## src/logic/wdslp_pkg.sv

```systemverilog
// Constants, register map and carrier types of the watchdog and sleep controller.
// Assumes a 50 MHz system clock and a classic Wishbone master with 32-bit data.
package wdslp_pkg;

  // Clock and timing
  localparam int CLK_FREQ_KHZ = 50000;
  localparam int WDT_PERIOD_MS = 18;
  localparam int WDT_BASE_CYCLES = WDT_PERIOD_MS * CLK_FREQ_KHZ;
  localparam int WDT_BASE_W = 20;
  localparam int SCALE_W = 7;

  // Register indices; byte address is four times the index
  localparam int ADR_W = 16;
  localparam logic [13:0] IDX_STATUS = 14'h0003;
  localparam logic [13:0] IDX_IRQ_CTRL = 14'h000b;
  localparam logic [13:0] IDX_OPTION = 14'h0081;
  localparam logic [13:0] IDX_CONFIG = 14'h2007;

  // Reset values
  localparam logic [7:0] OPTION_RST = 8'hff;
  localparam logic [7:0] IRQ_CTRL_RST = 8'h00;

  // Field positions
  localparam int CFG_WATCHDOG_FUSE_ENABLE_BIT = 2;
  localparam int OPT_PSA_BIT = 3;
  localparam int OPT_PS_LSB = 0;
  localparam int ST_PD_BIT = 3;
  localparam int ST_TO_BIT = 4;
  localparam int IC_GIE_BIT = 7;
  localparam int IC_EEIE_BIT = 6;
  localparam int IC_T0IE_BIT = 5;
  localparam int IC_INTE_BIT = 4;
  localparam int IC_RBIE_BIT = 3;

  // Interrupt vector taken after an interrupt wake with global enable set
  localparam logic [12:0] IRQ_VECTOR = 13'h0004;

  typedef struct packed {
    logic ext_irq;
    logic port_change;
    logic eeprom_done;
    logic timer0;
  } wdslp_irq_flags_t;

  typedef struct packed {
    logic sleep_instr;
    logic kick_watchdog_instr;
  } wdslp_core_ev_t;

  typedef struct packed {
    logic asleep;
    logic main_osc_en;
    logic io_hold;
    logic dev_reset;
    logic wake;
    logic take_vector;
    logic prefetch_next;
  } wdslp_ctl_t;

endpackage

```

## src/logic/wdslp_top.sv

```systemverilog
// Watchdog timer and power-down controller with a Wishbone register slave.
// Assumes core events and interrupt flags are synchronous to clk_i; the main
// oscillator enable output is honoured by the clock generator outside.
//
// The Wishbone register port was left to the implementer.
`timescale 1ns/10ps
module wdslp_top
  import wdslp_pkg::*;
#(
  parameter int BASE_CYCLES = WDT_BASE_CYCLES
) (
  // System
  input wire logic clk_i,
  input wire logic rst_i,
  // Wishbone slave
  input wire logic wb_cyc_i,
  input wire logic wb_stb_i,
  input wire logic wb_we_i,
  input wire logic [ADR_W-1:0] wb_adr_i,
  input wire logic [3:0] wb_sel_i,
  input wire logic [31:0] wb_dat_i,
  output logic [31:0] wb_dat_o,
  output logic wb_ack_o,
  // Core and pins
  input wire wdslp_core_ev_t core_ev_i,
  input wire wdslp_irq_flags_t irq_flags_i,
  input wire logic master_reset_pin_n_i,
  input wire logic [7:0] config_word_i,
  // Power and reset control
  output wdslp_ctl_t ctl_o,
  output logic [12:0] vector_addr_o
);

  typedef struct packed {
    logic ack;
    logic [31:0] rdata;
    logic [7:0] option;
    logic [7:0] irq_ctrl;
    logic [7:0] cfg;
    logic to_n;
    logic pd_n;
    logic [WDT_BASE_W-1:0] base_cnt;
    logic [SCALE_W-1:0] scale_cnt;
    wdslp_ctl_t ctl;
    logic [12:0] vector;
  } wdslp_state_t;

  localparam logic [WDT_BASE_W-1:0] BASE_LAST = WDT_BASE_W'(BASE_CYCLES - 1);

  wdslp_state_t state_reg;
  wdslp_state_t state_next;

  // Last scaler count for a three-bit ratio field: 1:1 doubling to 1:128
  function automatic logic [SCALE_W-1:0] scale_last(input logic [2:0] ratio);
    scale_last = SCALE_W'((8'h01 << ratio) - 8'h01);
  endfunction

  function automatic logic [31:0] read_reg(input wdslp_state_t s, input logic [13:0] idx);
    read_reg = 32'h0000_0000;
    case (idx)
      IDX_OPTION: read_reg[7:0] = s.option;
      IDX_CONFIG: read_reg[7:0] = s.cfg;
      IDX_IRQ_CTRL: read_reg[7:0] = s.irq_ctrl;
      IDX_STATUS: begin
        read_reg[ST_TO_BIT] = s.to_n;
        read_reg[ST_PD_BIT] = s.pd_n;
      end
      default: read_reg = 32'h0000_0000;
    endcase
  endfunction

  logic [13:0] idx;
  logic wdt_on;
  logic scaler_assign;
  logic base_done;
  logic expire;
  logic wake_req;
  logic global_irq_enable;

  assign idx = wb_adr_i[ADR_W-1:2];
  assign wdt_on = state_reg.cfg[CFG_WATCHDOG_FUSE_ENABLE_BIT];
  assign scaler_assign = state_reg.option[OPT_PSA_BIT];
  assign global_irq_enable = state_reg.irq_ctrl[IC_GIE_BIT];
  assign base_done = wdt_on && (state_reg.base_cnt == BASE_LAST);
  assign expire = base_done && (!scaler_assign || state_reg.scale_cnt == scale_last(state_reg.option[OPT_PS_LSB +: 3]));

  // Timer0 has no enable in this term: its clock stops in sleep.
  assign wake_req = (irq_flags_i.ext_irq && state_reg.irq_ctrl[IC_INTE_BIT])
    || (irq_flags_i.port_change && state_reg.irq_ctrl[IC_RBIE_BIT])
    || (irq_flags_i.eeprom_done && state_reg.irq_ctrl[IC_EEIE_BIT]);

  always_comb begin
    state_next = state_reg;
    state_next.ack = 1'b0;
    state_next.ctl.dev_reset = 1'b0;
    state_next.ctl.wake = 1'b0;
    state_next.ctl.take_vector = 1'b0;
    state_next.ctl.prefetch_next = 1'b0;

    // One wait state; ack drops the cycle after it was given
    if (wb_cyc_i && wb_stb_i && !state_reg.ack) begin
      state_next.ack = 1'b1;
      state_next.rdata = read_reg(state_reg, idx);
      if (wb_we_i && wb_sel_i[0]) begin
        case (idx)
          IDX_OPTION: state_next.option = wb_dat_i[7:0];
          IDX_IRQ_CTRL: state_next.irq_ctrl = wb_dat_i[7:0];
          default: state_next.option = state_reg.option;
        endcase
      end
    end

    // Counts on every clk_i edge while the watchdog fuse enable bit is set, whether or not the core sleeps; held at zero otherwise
    if (!wdt_on) begin
      state_next.base_cnt = '0;
      state_next.scale_cnt = '0;
    end else if (base_done) begin
      state_next.base_cnt = '0;
      if (scaler_assign) begin
        state_next.scale_cnt = state_reg.scale_cnt + SCALE_W'(1);
      end
    end else begin
      state_next.base_cnt = state_reg.base_cnt + WDT_BASE_W'(1);
    end

    if (!master_reset_pin_n_i) begin
      // Pin reset wakes by resetting; flags keep the sleep record
      state_next.ctl.dev_reset = 1'b1;
      state_next.ctl.asleep = 1'b0;
    end else if (expire) begin
      state_next.base_cnt = '0;
      state_next.scale_cnt = '0;
      state_next.to_n = 1'b0;
      if (state_reg.ctl.asleep) begin
        state_next.ctl.wake = 1'b1;
        state_next.ctl.asleep = 1'b0;
      end else begin
        // Internal reset only; no pin driver exists here
        state_next.ctl.dev_reset = 1'b1;
        state_next.pd_n = 1'b1;
      end
    end else if (core_ev_i.sleep_instr && !state_reg.ctl.asleep) begin
      state_next.ctl.prefetch_next = 1'b1;
      if (!(wake_req && !global_irq_enable)) begin
        // A pending enabled flag with global off skips sleep entry; only prefetch_next is still pulsed
        state_next.base_cnt = '0;
        state_next.scale_cnt = '0;
        state_next.to_n = 1'b1;
        state_next.pd_n = 1'b0;
        state_next.ctl.asleep = 1'b1;
      end
    end else if (core_ev_i.kick_watchdog_instr) begin
      state_next.base_cnt = '0;
      state_next.scale_cnt = '0;
      state_next.to_n = 1'b1;
      state_next.pd_n = 1'b1;
    end else if (state_reg.ctl.asleep && wake_req) begin
      // Sleep entry already finished the cycle before, so this wake follows it
      state_next.ctl.wake = 1'b1;
      state_next.ctl.asleep = 1'b0;
      state_next.ctl.take_vector = global_irq_enable;
    end

    state_next.ctl.main_osc_en = !state_next.ctl.asleep;
    state_next.ctl.io_hold = state_next.ctl.asleep;
  end

  always_ff @(posedge clk_i) begin
    if (rst_i) begin
      state_reg <= '0;
      state_reg.option <= OPTION_RST;
      state_reg.irq_ctrl <= IRQ_CTRL_RST;
      state_reg.cfg <= config_word_i;
      state_reg.to_n <= 1'b1;
      state_reg.pd_n <= 1'b1;
      state_reg.ctl.main_osc_en <= 1'b1;
      state_reg.vector <= IRQ_VECTOR;
    end else begin
      state_reg <= state_next;
    end
  end

  assign wb_ack_o = state_reg.ack;
  assign wb_dat_o = state_reg.rdata;
  assign ctl_o = state_reg.ctl;
  assign vector_addr_o = state_reg.vector;

endmodule

```

## config.mk

```make
export PLATFORM = sky130hd
export DESIGN_NAME = wdslp_top
export DESIGN_NICKNAME = d
export VERILOG_FILES = /design/src/logic/wdslp_pkg.sv /design/src/logic/wdslp_top.sv
export SDC_FILE = /design/constraint.sdc
export NUM_CORES = 1
export LEC_CHECK = 0
export BUFFER_PORTS_ARGS = -buffer_cell sky130_fd_sc_hd__buf_2
export CAP_MARGIN = 20
export CORE_MARGIN = 2
export CORE_UTILIZATION = 35
export CTS_CLUSTER_SIZE = 8
export DETAILED_ROUTE_END_ITERATION = 10
export GPL_ROUTABILITY_DRIVEN = 0
export PLACE_DENSITY = 0.67
export SYNTH_ARGS = -nofsm -noshare
export SYNTH_HDL_FRONTEND = slang
export SYNTH_SLANG_ARGS = --single-unit
```

## constraint.sdc

```tcl
create_clock -name clk_i -period 1.97 [get_ports clk_i]
set_input_delay 0.2955 -clock clk_i [delete_from_list [all_inputs] [get_ports clk_i]]
set_output_delay 0.2955 -clock clk_i [all_outputs]
set_load 0.01 [all_outputs]
```

; After elaboration in Yosys (flattened, before gate mapping)
; Index checks and enable logic that the tools add are counted.
[op_classes]
n_lt_le_gt_ge = 0
div = 0
shift = 1
muxes = 29
n_addsub = 3
n_eq_ne = 8
n_reduce_logical = 27
multipliers = 0
n_bitwise = 2
[ops]
columns = cell, count
row1 = 30-bit two-way mux, 3
row2 = 27-bit two-way mux, 2
row3 = 49-bit two-way mux, 1
row4 = 29-bit two-way mux, 1
row5 = 20-bit by 1-bit adder with 20-bit output (second input constant), 1
row6 = 20-bit == test (second input constant), 1
row7 = 20-bit two-way mux, 1
row8 = 3-bit one-hot mux with 3 select lines, 2
row9 = 16-bit two-way mux, 1
row10 = 8-bit two-way mux, 2
row11 = 14-bit == test (second input constant), 1
row12 = 14-bit by 2-bit == test with 1-bit output (second input constant), 1
row13 = 14-bit by 4-bit == test with 1-bit output (second input constant), 1
row14 = 14-bit by 8-bit == test with 1-bit output (second input constant), 1
row15 = 7-bit two-way mux, 2
row16 = 1-bit logical AND, 11
row17 = 1-bit two-way mux, 10
row18 = 3-bit AND reduction, 3
row19 = 2-bit one-hot mux with 4 select lines, 1
row20 = 7-bit by 1-bit adder with 7-bit output (second input constant), 1
row21 = 7-bit == test, 1
row22 = 1-bit by 3-bit << shifter with 7-bit output (first input constant), 1
row23 = 7-bit by 1-bit subtractor with 7-bit output (second input constant), 1
row24 = 2-bit two-way mux, 3
row25 = other kinds (10), 17
[totals]
mem_bits_ro = 0
latch_bits = 0
mem_bits_rw = 0
reg_bits = 68
wordCells = 85
mem_count = 0

; Logic depth before layout (Yosys ltp)
[depth]
ltp_word = 10
ltp_mapped = 7

; Least setup slack after synthesis
; OpenSTA, ideal clock, no wires.
[synth_timing]
kind = register to register
start = register state_reg[27] in the netlist's numbering
end = register state_reg[38] in the netlist's numbering
synth_period_minus_slack_ps = 1942
stages_incl_launch_ff = 8
n_path_buf = 1
setup_time_ps = 117
t_arrival_ps = 1825
path_slack_ps = 28
path_cell_list = dfxtp_1 -> ha_1 -> nand4_1 -> nor4_1 -> nand3_1 -> nand2_1 -> buf_2 -> nor2_1
[synth_between]
elab_chain_len = 8
[synth_rtl]
columns = element, line_no
row1 = "start, declared", wdslp_top.sv:50  ; wdslp_state_t state_reg;
row2 = "start signal, assigned", wdslp_top.sv:179  ; state_reg <= state_next;
row3 = "parallel branches: the longest is 7 deep, another holds 20-bit by 1-bit adder with 20-bit output", --
row4 = 27-bit two-way mux *, wdslp_top.sv:126  ; if (!master_reset_pin_n_i) begin
; Every way passes the cells marked *. The select of a mux whose other input is x is not followed.
; A chain may end at the register's enable or synchronous reset.

; Worst setup path in the final report
[layout_timing]
start = register state_reg[63] in the netlist's numbering
end = register state_reg[35] in the netlist's numbering
[layout_between]
elab_chain_len = 7
[layout_rtl]
columns = element, line_no
row1 = 1-bit logical AND, wdslp_top.sv:90  ; || (irq_flags_i.eeprom_done && state_reg.irq_ctrl[IC_EEIE_BIT]);
row2 = 1-bit logical OR, wdslp_top.sv:90
row3 = 1-bit logical AND, wdslp_top.sv:144  ; if (!(wake_req && !global_irq_enable)) begin
row4 = 30-bit two-way mux, wdslp_top.sv:144
row5 = 30-bit two-way mux, wdslp_top.sv:142  ; end else if (core_ev_i.sleep_instr && !state_reg.ctl.asleep) begin
row6 = 30-bit two-way mux, wdslp_top.sv:130  ; end else if (expire) begin
row7 = 27-bit two-way mux, wdslp_top.sv:126
; Every way passes these cells. The select of a mux whose other input is x is not followed.

==> results_dict.tcl <==
set metrics [dict create \
    fill_cells 960 \
    synth_cells 380 \
    fmax_ghz 0.525 \
    synth_top_area_share_pct 35.1 \
    startpoint_type "flip-flop" \
    period_needed_ns 1.90 \
    grt_pass1_wl_um 11000 \
    diodes 0 \
    synth_compound_area_share_pct 10.1 \
    grt_pass1_vias 2392 \
    clkLatencyLatePin_ns 0.35 \
    fin_crit_sh_pct 96.7 \
    holdPathEnd "state_next[49]$_DFFE_PP_" \
    first_iter_violations 188 \
    critPathKind "reg -> reg" \
    path_buf_inv 1 \
    synth_edf_count 8 \
    yosys.area_share.simple_pct 20.8 \
    boundaryPins 125 \
    p_leak_nw 1.56 \
    yosys_warnings 0 \
    grt_setup_unrepaired "false" \
    yosys.area.top_type "dfxtp_1" \
    reg2reg_slack_ns 0.07 \
    num_vias 2740 \
    initial_utilization_pct 35.5 \
    worst_setup_hold_path_clk_slew_ns 0.09 \
    avgRoutedWirePerCell_um 12.1 \
    wl_um 7100 \
    arrival_ns 2.15 \
    overflow 0 \
    synthAdderAreaFrac_pct 1.02 \
    die-height_um 103 \
    cts_tree "built" \
    firstDrtPassIters 5 \
    syn-cell-area_um2 3420 \
    yosysMostFrequentCell "dfxtp_1" \
    worstSetupEndpointType "flip-flop" \
    tightest_slew_ns 0.508 \
    largest_register_ffs 43 \
    cts_buffers 9 \
    area_growth_pct 18.3 \
    synth_top_family_by_area "simple AND/OR/NAND/NOR gates" \
    critPathRequiredTime_ns 2.21 \
    grtUsageTotal_pct 13.4 \
    p_per_area_nw_per_um2 714 \
    slowest_delay_ns 0.50 \
    hold_ws_ns 0.108 \
    irDropWorstVdd_v 0.000454 \
    synth_xor_area_share_pct 6.15 \
    synthArstFlopShare_pct 0 \
    ys_seq_area_share_pct 42.2 \
    placementRows 36 \
    syn_area_per_cell_um2 9.00 \
    final_nets 521 \
    setup_viol_count_final 0 \
    cp_top_family "compound AO/OA/AOI/OAI gates" \
    cts.sinks 68 \
    reg2reg_from "state_reg[63]$_SDFFE_PP0P_" \
    grt_max_degree 20 \
    slowest_stage "a222oi_1" \
    reg2reg_to "state_reg[35]$_SDFF_PP0_" \
    synth_cell_types 51 \
    status "finished, final reports clean" \
    ctsLongestPathBuffers 2 \
    coreArea_um2 9640 \
    synth_flop_cell "dfxtp_1" \
    hold_path.class "in -> reg" \
    hold_viol_final 0 \
    min_delay_path_depth 1 \
    h-tree-depth 3 \
    worstRegToRegCells 7 \
    cp-startpoint "state_reg[63]$_SDFFE_PP0P_" \
    antenna_found_initial 0 \
    yosys-mux-area-fraction_pct 5.27 \
    io_buffers 57 \
    viasPerCell 4.68 \
    crit_fanout 19 \
    slew-limit-headroom_pct 66.2 \
    drive_gt1_share_pct 25.9 \
    drtAntennaViolNets 0 \
    clock_skew_ns 0.0137 \
    die_area_um2 10600 \
    synth-seq-cells 68 \
    drc 0 \
    hpwl_um 5340 \
    synth_area_leaders "dfxtp_1 (35%), buf_4 (12%), edfxtp_1 (7.0%)" \
    drv_slew 0 \
    cts_root_buf "clkbuf_8" \
    cap_viol_max_count 0 \
    crit_chain "a222oi_1, o21bai_1, a21oi_1, nor3b_2, nand2_1, buf_12, nor2_1" \
    synthTopCellsByCount "dfxtp_1 (60), nor2_1 (55), buf_4 (54)" \
    die_w_um 103 \
    tns_ns 0 \
    crit_cells 7 \
    min-delay-start "config_word_i[0]" \
]
through the flow:
stage | util [%] | instances | power, mW | worst slack (ns) | instance area [µm²]
6_report | 42.0 | 585 | 2.89 | 0.0655 | 4040
5_1_grt | 42.0 | 585 | 2.99 | 0.000143 | 4040
4_1_cts | 41.4 | 585 | 2.91 | 0.00374 | 3990
3_5_place_dp | 39.0 | 568 | 1.63 | -0.0758 | 3760
3_3_place_gp | 39.0 | 568 | 1.63 | -0.0117 | 3760
2_1_floorplan | - | 415 | 1.61 | 0.0277 | 3550
worst max-delay path by stage:
stage	end	slack (ns)
3_3_place_gp	state_reg[22]$_SDFF_PP0_	-0.01
3_5_place_dp	state_reg[23]$_SDFF_PP0_	-0.08
2_1_floorplan	state_reg[38]$_SDFF_PP0_	0.03
5_1_grt	state_reg[23]$_SDFF_PP0_	0.0001
4_1_cts	state_reg[21]$_SDFF_PP0_	0.004
6_report	state_reg[35]$_SDFF_PP0_	0.07
cells by family (layout without fill, tap and decap cells):
logic type,after synthesis,in the layout
flops,68,68
xor+xnor,24,24
mux,18,18
other cells,2,37
compound gates,44,44
fa+ha+maj,3,3
simple gates,149,149
buf+inv,72,109
cell type report:
cell class / instances / area, µm² / area share, %
Clock buffer: 9 / 124 / 3.06
Clock inverter: 7 / 98.8 / 2.44
Inverter: 7 / 26.3 / 0.650
Multi-Input combinational cell: 275 / 1660 / 41.0
Sequential cell: 68 / 1450 / 35.8
Tap cell: 133 / 166 / 4.12
Timing Repair Buffer: 86 / 523 / 12.9
report_power, final:
| group | leakage [nW] | switching, mW | total (mW) | internal [mW] |
|---|---|---|---|---|
| clock | 0.110 | 0.571 | 1.29 | 0.718 |
| sequential | 0.562 | 0.00999 | 1.43 | 1.42 |
| combinational | 0.888 | 0.106 | 0.168 | 0.0616 |
layout by cell type, fill, tap and decap left out, types with 16 or more instances in the layout:
master,instances
buf_2,57
dfxtp_1,56
nor2_1,55
conb_1,37
nand2_1,32
buf_4,26
nand3_1,19
mux2i_1,18
xnor2_1,16
metal layers:
layer / vias to the layer above / track usage [%] / share of wire, %
met2: 93 / 21.1 / 47
li1: 1368 / - / -
met1: 1266 / 17.7 / 45
met5: - / 0 / 0
met3: 13 / 3.25 / 6.4
met4: 0 / 5.36 / 1.8
timing repair:
item | in CTS | in global routing
pin swaps | 1 | 2
buffers inserted | 1 | 0
hold buffers | 0 | 0
resized for setup | 0 | 14
setup endpoints to repair | 7 | 34
(Power assumes the default switching activity.)
